`src/rtl/excitation_current_defs.vh`:
```
// Offsets, field positions, reset values and decode constants
`ifndef EXCITATION_CURRENT_DEFS_VH
`define EXCITATION_CURRENT_DEFS_VH

// ----------------------------------------
// Register byte addresses
// ----------------------------------------
`define ADDR_SOURCE_CONTROL 32'h40008850
`define ADDR_CURRENT_MAGNITUDE 32'h40008854

// ----------------------------------------
// Reset values
// ----------------------------------------
`define RST_SOURCE_CONTROL 8'hc0
`define RST_CURRENT_MAGNITUDE 6'h06

// ----------------------------------------
// Control field positions
// ----------------------------------------
`define CTL_POWER_DOWN_BIT 7
`define CTL_REF_SELECT_BIT 6
`define CTL_SRC1_EN_BIT 5
`define CTL_SRC1_LSB 3
`define CTL_SRC0_EN_BIT 2
`define CTL_SRC0_LSB 0

// ----------------------------------------
// Magnitude field positions and current values in microamps
// ----------------------------------------
`define MAG_UNITS_MSB 5
`define MAG_UNITS_LSB 3
`define MAG_STEP_MSB 2
`define MAG_STEP_LSB 1
`define MAG_EXTRA_BIT 0
`define MAG_UNITS_MAX 3'h5
`define STEP_CODE_11_UA 11'h0c8
`define STEP_CODE_10_UA 11'h096
`define STEP_CODE_01_UA 11'h064
`define STEP_CODE_00_UA 11'h032
`define EXTRA_CURRENT_UA 11'h00a

`endif
```
`src/rtl/excitation_current_control.v`:
```
// Excitation current source control block with AHB-Lite register slave
//
// Register access over AHB-Lite was left to the implementer.
`timescale 1ns/10ps
`include "excitation_current_defs.vh"

module excitation_current_control (
	// Clock, reset, enable
	input wire clk,
	input wire rst,
	input wire clk_en,
	// AHB-Lite slave
	input wire hsel,
	input wire [31:0] haddr,
	input wire [1:0] htrans,
	input wire hwrite,
	input wire [2:0] hsize,
	input wire [31:0] hwdata,
	input wire hready,
	output reg [31:0] hrdata,
	output reg hreadyout,
	output reg hresp,
	// Analog control outputs
	output reg block_power_down,
	output reg current_reference_select,
	output reg excitation_source_0_enable,
	output reg [3:0] excitation_source_0_pin_onehot,
	output reg excitation_source_1_enable,
	output reg [3:0] excitation_source_1_pin_onehot,
	output reg [10:0] source_current_ua
);

	// ----------------------------------------
	// Register storage
	// ----------------------------------------
	reg [7:0] excitation_source_control_q;
	reg [5:0] excitation_current_magnitude_q;
	reg wr_pend_q;
	reg [31:0] wr_addr_q;

	wire [2:0] source1_pin_select;
	wire [2:0] source0_pin_select;
	wire [4:0] current_magnitude_code;
	wire extra_ten_microamp_enable;
	wire take;
	reg [2:0] units;
	reg [10:0] step_ua;
	reg [10:0] current_d;
	reg [3:0] sel0_d;
	reg [3:0] sel1_d;
	reg [31:0] rdata_d;

	assign source1_pin_select =
		excitation_source_control_q[`CTL_SRC1_EN_BIT:`CTL_SRC1_LSB];
	assign source0_pin_select =
		excitation_source_control_q[`CTL_SRC0_EN_BIT:`CTL_SRC0_LSB];
	assign current_magnitude_code = excitation_current_magnitude_q[5:1];
	assign extra_ten_microamp_enable =
		excitation_current_magnitude_q[`MAG_EXTRA_BIT];
	assign take = hsel & hready & htrans[1];

	// ----------------------------------------
	// Current decode
	// ----------------------------------------
	always @* begin
		// Codes above 101 clamp, so the product tops out at 1000 uA, or 1010 uA with the extra 10 uA
		units = excitation_current_magnitude_q[`MAG_UNITS_MSB:`MAG_UNITS_LSB];
		if (units > `MAG_UNITS_MAX) begin
			units = `MAG_UNITS_MAX;
		end
		case (excitation_current_magnitude_q[`MAG_STEP_MSB:`MAG_STEP_LSB])
			2'h3: step_ua = `STEP_CODE_11_UA;
			2'h2: step_ua = `STEP_CODE_10_UA;
			2'h1: step_ua = `STEP_CODE_01_UA;
			default: step_ua = `STEP_CODE_00_UA;
		endcase
		current_d = step_ua * {8'h00, units};
		if (extra_ten_microamp_enable) begin
			current_d = current_d + `EXTRA_CURRENT_UA;
		end
		// Reserved codes 000-011 leave the pin unrouted
		sel0_d = 4'h0;
		sel1_d = 4'h0;
		if (source0_pin_select[2]) begin
			sel0_d[source0_pin_select[1:0]] = 1'b1;
		end
		if (source1_pin_select[2]) begin
			sel1_d[source1_pin_select[1:0]] = 1'b1;
		end
	end

	// ----------------------------------------
	// Read data mux
	// ----------------------------------------
	always @* begin
		rdata_d = 32'h00000000;
		if (haddr == `ADDR_SOURCE_CONTROL) begin
			rdata_d = {24'h000000, excitation_source_control_q};
		end else if (haddr == `ADDR_CURRENT_MAGNITUDE) begin
			rdata_d = {26'h0000000, excitation_current_magnitude_q};
		end
	end

	// ----------------------------------------
	// Bus slave and registers
	// ----------------------------------------
	// Zero wait states; unmapped addresses read zero and drop writes
	always @(posedge clk) begin
		if (rst) begin
			excitation_source_control_q <= `RST_SOURCE_CONTROL;
			excitation_current_magnitude_q <= `RST_CURRENT_MAGNITUDE;
			wr_pend_q <= 1'b0;
			wr_addr_q <= 32'h00000000;
			hrdata <= 32'h00000000;
			hreadyout <= 1'b1;
			hresp <= 1'b0;
		end else if (clk_en) begin
			wr_pend_q <= take & hwrite;
			if (take) begin
				wr_addr_q <= haddr;
			end
			if (take & ~hwrite) begin
				hrdata <= rdata_d;
			end
			if (wr_pend_q) begin
				if (wr_addr_q == `ADDR_SOURCE_CONTROL) begin
					excitation_source_control_q <= hwdata[7:0];
				end else if (wr_addr_q == `ADDR_CURRENT_MAGNITUDE) begin
					// Bits 7:6 are not stored, so they read zero
					excitation_current_magnitude_q <= hwdata[5:0];
				end
			end
		end
	end

	// ----------------------------------------
	// Registered analog controls
	// ----------------------------------------
	always @(posedge clk) begin
		if (rst) begin
			block_power_down <= 1'b1;
			current_reference_select <= 1'b1;
			excitation_source_0_enable <= 1'b0;
			excitation_source_1_enable <= 1'b0;
			excitation_source_0_pin_onehot <= 4'h0;
			excitation_source_1_pin_onehot <= 4'h0;
			source_current_ua <= 11'h000;
		end else if (clk_en) begin
			block_power_down <=
				excitation_source_control_q[`CTL_POWER_DOWN_BIT];
			current_reference_select <=
				excitation_source_control_q[`CTL_REF_SELECT_BIT];
			// Power-down overrides both source enables, not the pin routing
			excitation_source_0_enable <= source0_pin_select[2] &
				~excitation_source_control_q[`CTL_POWER_DOWN_BIT];
			excitation_source_1_enable <= source1_pin_select[2] &
				~excitation_source_control_q[`CTL_POWER_DOWN_BIT];
			excitation_source_0_pin_onehot <= sel0_d;
			excitation_source_1_pin_onehot <= sel1_d;
			source_current_ua <= current_d;
		end
	end

endmodule // excitation_current_control

```
`config.mk`:
```
export PLATFORM = sky130hd
export DESIGN_NAME = excitation_current_control
export DESIGN_NICKNAME = d
export VERILOG_FILES = /design/src/rtl/excitation_current_control.v
export VERILOG_INCLUDE_DIRS = /design/src /design/src/rtl
export SDC_FILE = /design/constraint.sdc
export NUM_CORES = 1
export LEC_CHECK = 0
export ABC_AREA = 1
export BUFFER_PORTS_ARGS = -buffer_cell sky130_fd_sc_hd__buf_2
export CAP_MARGIN = 20
export CORE_ASPECT_RATIO = 0.6
export CORE_MARGIN = 1.5
export CORE_UTILIZATION = 45
export DETAILED_ROUTE_END_ITERATION = 10
export PLACE_DENSITY = 0.75
export SYNTH_ARGS = -nofsm -noshare
export SYNTH_HDL_FRONTEND = slang
export SYNTH_SLANG_ARGS = --single-unit
```
`constraint.sdc`:
```
create_clock -name clk -period 3.33 [get_ports clk]
set_clock_uncertainty 0.15 [all_clocks]
set_input_delay 0.333 -clock clk [delete_from_list [all_inputs] [get_ports clk]]
set_output_delay 0.333 -clock clk [all_outputs]
set_load 0.005 [all_outputs]
```
==> summary.md, run 1 <==
| Metric | Value |
|---|---|
| Status | completed |
| Port buffer count | 76 |
| Commonest non-fill, non-tap cell in the layout | nor2_1 |
| Seq cells post-synth | between 70 and 80 |
| Initial antenna violation count | 0 |
| Startpoint types | flop |
| Pre-antenna DRT Iters | 5 |
| CTS tree | built |
| Setup violators final | 0 |
| Placed insts | 777 |
| Hold path start | hwdata[7] |
| Worst-Skew Late Latency | 0.34 ns |
| VDD IR max | 0.281 mV |
| Crit path arrival time | between 3 and 4 ns |
| Depth of the CTS H-tree | 3 |
| Hold crit path type | input pin to flop |
| Most used DFF post-synth | dfxtp_1 |
| Area of the core | 8750 um^2 |
| First-pass GRT wire length | ~18000 um |
| DRC | 0 |
| Layout cells sized above 1 | 0.233 |
| Vias in the first global route | 3715 |
| Mean Syn Cell Area | 7.05 um^2 |
| Fmax | 0.311 GHz |
| Worst reg2reg path startpoint | excitation_current_magnitude_q[2]$_SDFFE_PP1P_ |
| Critical Path RT | 3.45 ns |
| # nets final | 772 |
| Synthesis Warnings | 0 |
| Routed via count | 4156 |
| Fillers | 750 |
| Total global routing overflow | 0 |
| CP Max Fanout | 3 |
| Initial core utilization | 0.477 |
| Maximum capacitance violations | 0 |
| CTS root buf | clkbuf_16 |
| WL final | 11300 um |
| Via/cell ratio | 5.23 |
| Tmin final | around 3.2 ns |
| Tot Pwr | 2.40 mW |
| Worst rel slew slack | 0.358 |
| Die Wd | 127 um |
| Post-DP Area | 4650 um^2 |
| Final core utilization | 0.592 |
| Slew @ Worst Pin | about 0.96 ns |
| Fin crit share | 0.966 |
| Area grow syn2layout | 24.2% |
| Final Hold Vio Count | 0 |
| Row cnt | 26 |
| Ant diodes | 0 |
| Final hold slack | between 0.08 and 0.09 ns |
| Die Height | 77.6 um |
| DR iter-0 viols | 402 |
| Ports | 132 |
| Kind of critical path | flop to flop |
| Number of synthesized flops with an enable pin | 0 |
| Placer Congestion | 0.929 |
| Final ANT Viol Nets | 0 |
| Fin area | between 5000 and 6000 um^2 |
| Total Routing Usage GR | 0.233 |
| Finished Layout Cells | between 700 and 800 |
| CTS Buf Count | 9 |
| Mapped cell area | 4170 um^2 |
| Clk slew on worst S/H paths | 0.06 ns |
| Worst Setup End Kind | flop |
| Power per cell area | 463 nW/um^2 |
| Largest net degree at the start of global routing | between 50 and 60 |
| HPWL Detailed | 8470 um |
| Die area | 9880 um^2 |
| Yosys cell types | 37 |
| Leakage dissipation | 2.42 nW |
| Syn Inst Count | 592 |
| Clock sink total | 77 |
| Slew Viols, Final | 0 |
| R2r setup slk | 0.11 ns |
| Most frequent cells in the layout | nor2_1 (97), nand2_1 (84), buf_2 (76) |
| CTS max path bufs | 2 |
| Routed wire per std cell | 14.3 um |
| Asr flop ratio synth | 0 |
| Seq/Total Area, Yosys | 0.369 |
| Critical Path Start | excitation_current_magnitude_q[2]$_SDFFE_PP1P_ |
==> worst max-delay path, cell delays in order, from the launching register on <==
cell and delay, ns:
dfxtp_4 0.38, inv_4 0.05, ha_4 0.28, nand2_2 0.07
fa_1 0.51, inv_1 0.05, ha_2 0.18, inv_1 0.07
fa_2 0.45, nor2_1 0.10, o21ai_1 0.09, nor2_1 0.17
nand3_1 0.13, nor2_1 0.13, nand2_1 0.06, nand2_1 0.06
nand3_1 0.08, a21oi_1 0.15
==> path summary, 6_finish.rpt <==
check        depth (start not counted)                                           to
max                                 17            source_current_ua[9]$_SDFFE_PP0P_
min                                  3  excitation_source_control_q[7]$_SDFFE_PP1P_
max reg2reg                         17            source_current_ua[9]$_SDFFE_PP0P_
min reg2reg                          2            source_current_ua[9]$_SDFFE_PP0P_
==> layer usage <==
| layer | vias to the layer above | track usage | wire (um) |
|---|---|---|---|
| met2 | 194 | 0.339 | 4730 |
| met4 | 0 | 0.0602 | 133 |
| li1 | 2043 | - | - |
| met5 | - | 0 | 0 |
| met1 | 1904 | 0.336 | 5360 |
| met3 | 15 | 0.0662 | 1110 |
==> area by class of cell <==
cell class | instances | area [um^2] | share of cell area
clock buffers | 9 | 225 | 0.0435
repair buffers | 98 | 546 | 0.105
well taps | 112 | 140 | 0.0270
clock inverters | 7 | 170 | 0.0328
inverters | 67 | 256 | 0.0495
flip-flops and latches | 77 | 1550 | 0.299
multi-input cells | 425 | 2290 | 0.443
==> synthesized netlist by cell type (all sizes together), types with 2 or more instances <==
master	count	area (um^2)
nor2	102	398
nand2	93	357
dfxtp	77	1540
inv	66	248
o21ai	58	290
a21oi	43	226
buf	33	236
nand3	32	160
nand4	19	131
clkbuf	15	56.3
ha	14	175
nor4	13	103
fa	5	100
nor3	4	20.0
xor2	4	35.0
or2	3	21.3
xnor2	3	26.3
conb	2	7.51
==> where the power goes <==
| group | switching (mW) | internal (mW) | total (mW) |
|---|---|---|---|
| registers | 0.0133 | 0.942 | 0.955 |
| clock network | 0.406 | 0.890 | 1.30 |
| logic | 0.0906 | 0.0552 | 0.146 |
| total | 0.510 | 1.89 | 2.40 |
==> cell families (layout without fill, tap and decap cells) <==
family,count (synthesis),in the layout,share of synthesized area
adder cells (fa/ha/maj),19,19,0.0659
AND/OR/NAND/NOR,267,267,0.287
AO/OA/AOI/OAI,105,105,0.131
XOR/XNOR,7,7,0.0147
flip-flops,77,77,0.369
other,2,27,0.00180
buffers and inverters,115,181,0.130
==> what timing repair did <==
| item | CTS | global route |
|---|---|---|
| pin swaps | 2 | 11 |
| hold buffers | 0 | 0 |
| setup endpoints to repair | 3 | 5 |
| gates resized for setup | 5 | 33 |
| buffers inserted | 1 | 1 |
==> state kept, by name (all words and copies together) (netlist names), 4 cells and up <==
name and cells:
wr_addr_q 32, source_current_ua 10, excitation_source_control_q 8, hrdata 8
excitation_current_magnitude_q 6, excitation_source_0_pin_onehot 4, excitation_source_1_pin_onehot 4
==> stage by stage <==
| step | setup TNS, ns | setup slack [ns] |
|---|---|---|
| after floorplan | 0 | 0.184 |
| after global placement | 0 | 0.0954 |
| after CTS | 0 | 0.00793 |
| after global routing | -0.00572 | -0.00572 |
| final | 0 | 0.112 |
| after detailed placement | -0.0188 | -0.0188 |
Note: power is estimated with default switching activity, not from simulation.
==> run 2: changes to the inputs <==
--- a/config.mk
+++ b/config.mk
@@ -7,12 +7,14 @@
 export NUM_CORES = 1
 export LEC_CHECK = 0
 export ABC_AREA = 1
+export ABC_CLOCK_PERIOD_IN_PS = 3330
 export BUFFER_PORTS_ARGS = -buffer_cell sky130_fd_sc_hd__buf_2
 export CAP_MARGIN = 20
 export CORE_ASPECT_RATIO = 0.6
 export CORE_MARGIN = 1.5
 export CORE_UTILIZATION = 45
 export DETAILED_ROUTE_END_ITERATION = 10
+export GPL_TIMING_DRIVEN = 0
 export PLACE_DENSITY = 0.75
 export SYNTH_ARGS = -nofsm -noshare
 export SYNTH_HDL_FRONTEND = slang
==> run 2 against run 1 <==
Compared with the run above:
- total power down 14%
- die area is the same
- critical path type unchanged
- critical path depth is 1 lower
- global-route usage is 0.27 points higher
==> summary.md, run 2 (synthesis results as in run 1) <==
| Metric | Value |
|---|---|
| Ports | 132 |
| Placer Congestion | 0.867 |
| Largest reg by FF count | wr_addr_q |
| CTS Buf Count | 9 |
| Routed via count | 4294 |
| Critical Path Start | excitation_current_magnitude_q[1]$_SDFFE_PP1P_ |
| # nets final | 806 |
| CP Max Fanout | 4 |
| Share of power burned in registers | 0.464 |
| Largest net degree at the start of global routing | 16 |
| CTS max path bufs | 2 |
| Crit path arrival time | 3.32 ns |
| Depth of the CTS H-tree | 3 |
| Most frequent cells in the layout | nor2_1 (95), nand2_1 (83), buf_2 (79) |
| Finished Layout Cells | 829 |
| Sw frac | 0.255 |
| VDD IR max | 0.336 mV |
| Area grow syn2layout | 26.1% |
| WL final | about 12000 um |
| Largest register FFs | 32 |
| Hold path start | hwdata[6] |
| Routed wire per std cell | 14.1 um |
| Pre-antenna DRT Iters | 5 |
| Critical Path RT | 3.44 ns |
| Commonest non-fill, non-tap cell in the layout | nor2_1 |
| Die Wd | 127 um |
| Worst R2R End | source_current_ua[9]$_SDFFE_PP0P_ |
| DR iter-0 viols | 405 |
| NetSw | 525 uW |
| Clock sink total | 77 |
| Tmin final | 3.20 ns |
| Slew Viols, Final | 0 |
| Total global routing overflow | 0 |
| Initial antenna violation count | 0 |
| Die Height | around 78 um |
| Initial core utilization | 0.477 |
| Clk network pwr share | 0.451 |
| Placed insts | approximately 800 |
| Power per cell area | 391 nW/um^2 |
| Row cnt | 26 |
| P_int | 1.53 mW |
| Final Hold Vio Count | 0 |
| Vias in the first global route | 3810 |
| Fmax | 0.312 GHz |
| Leakage dissipation | between 2 and 2.5 nW |
| Worst reg-to-reg path cell count | 16 |
| Worst rel slew slack | 0.613 |
| Logic pwr share | 0.085 |
| Layout cells sized above 1 | 0.245 |
| HPWL Detailed | 8970 um |
| Via/cell ratio | about 5.2 |
| Final ANT Viol Nets | 0 |
| Worst Setup End Kind | flop |
| Total Routing Usage GR | 0.236 |
| First-pass GRT wire length | 18300 um |
| CTS tree | built |
| Hold crit path type | input pin to flop |
| Fin area | 5260 um^2 |
| Final hold slack | between 0.09 and 0.1 ns |
| Hold bufs inserted after CTS | 0 |
| Clk slew on worst S/H paths | 0.06 ns |
| Status | completed |
| Worst-Skew Late Latency | around 0.34 ns |
| Setup violators final | 0 |
| Die area | 9880 um^2 |
| CTS root buf | clkbuf_16 |
| Port buffer count | 76 |
| Maximum capacitance violations | 0 |
| Area of the core | 8750 um^2 |
| R2r setup slk | between 0.1 and 0.15 ns |
| Worst Hold Path Cells | 3 |
| Startpoint types | flop |
| Hold Path Sink | excitation_source_control_q[6]$_SDFFE_PP1P_ |
| Slew @ Worst Pin | 0.576 ns |
| Ant diodes | 0 |
| DRC | 0 |
| Post-DP Area | 4790 um^2 |
| Largest regs | wr_addr_q: 32 flops, source_current_ua: 10 flops |
| Fin crit share | 0.962 |
| Worst reg2reg path startpoint | excitation_current_magnitude_q[1]$_SDFFE_PP1P_ |
| Kind of critical path | flop to flop |
-- run 2: critical path: stages (launching register included) --
cell     delay, ns
dfxtp_4       0.37
inv_4         0.05
ha_1          0.19
inv_2         0.09
nand2_4       0.07
buf_4         0.13
nand2_2       0.11
fa_1          0.48
fa_2          0.44
xor2_1        0.35
nor2_2        0.07
buf_4         0.14
buf_4         0.12
buf_4         0.12
nand2_1       0.06
nand3_1       0.06
a21oi_1       0.12
-- run 2: power by group through the flow --
stage          Clock [mW]  Combinational (mW)  Sequential, mW
6_report            0.927               0.175           0.956
5_1_grt             0.977               0.196           0.958
4_1_cts             0.940               0.172           0.957
3_5_place_dp            0               0.171           0.977
3_3_place_gp            0               0.166           0.977
2_1_floorplan           0               0.103           0.975
-- run 2: what timing repair did --
action | CTS | global route
setup buffers | 4 | 4
gates resized for setup | 12 | 28
endpoints found under the setup margin | 5 | 5
pin swaps | 4 | 13
-- run 2: worst max path at each step --
stage | end | slack [ns] | cells past startpoint
2_1_floorplan | source_current_ua[10]$_SDFFE_PP0P_ | 0.18 | 18
3_3_place_gp | source_current_ua[10]$_SDFFE_PP0P_ | -0.09 | 22
3_5_place_dp | source_current_ua[9]$_SDFFE_PP0P_ | -0.20 | 19
4_1_cts | source_current_ua[9]$_SDFFE_PP0P_ | 0.02 | 19
5_1_grt | source_current_ua[10]$_SDFFE_PP0P_ | -0.03 | 22
6_report | source_current_ua[9]$_SDFFE_PP0P_ | 0.13 | 16
-- run 2: per-layer routing --
layer | track usage | share of wire
met5 | 0 | 0
met4 | 0.0659 | 0.0097
met3 | 0.0462 | 0.085
met2 | 0.343 | 0.41
met1 | 0.351 | 0.49
-- run 2: final cells by class --
class / count / area [um^2]
multi-input cells: 425 / 2300
clock buffers: 9 / 225
fillers: 797 / 3490
plain buffers: 48 / 297
inverters: 67 / 254
repair buffers: 84 / 440
well taps: 112 / 140
flip-flops and latches: 77 / 1550
clock inverters: 7 / 58.8
-- run 2: per-stage QoR --
| step | TNS [ns] | util | power, mW | setup WS, ns |
|---|---|---|---|---|
| 3_5_place_dp | -0.640 | 0.547 | 1.15 | -0.198 |
| 6_report | 0 | 0.602 | 2.06 | 0.127 |
| 3_3_place_gp | -0.196 | 0.547 | 1.14 | -0.0882 |
| 4_1_cts | 0 | 0.587 | 2.07 | 0.0221 |
| 5_1_grt | -0.0339 | 0.602 | 2.13 | -0.0334 |
| 2_1_floorplan | 0 | - | 1.08 | 0.184 |
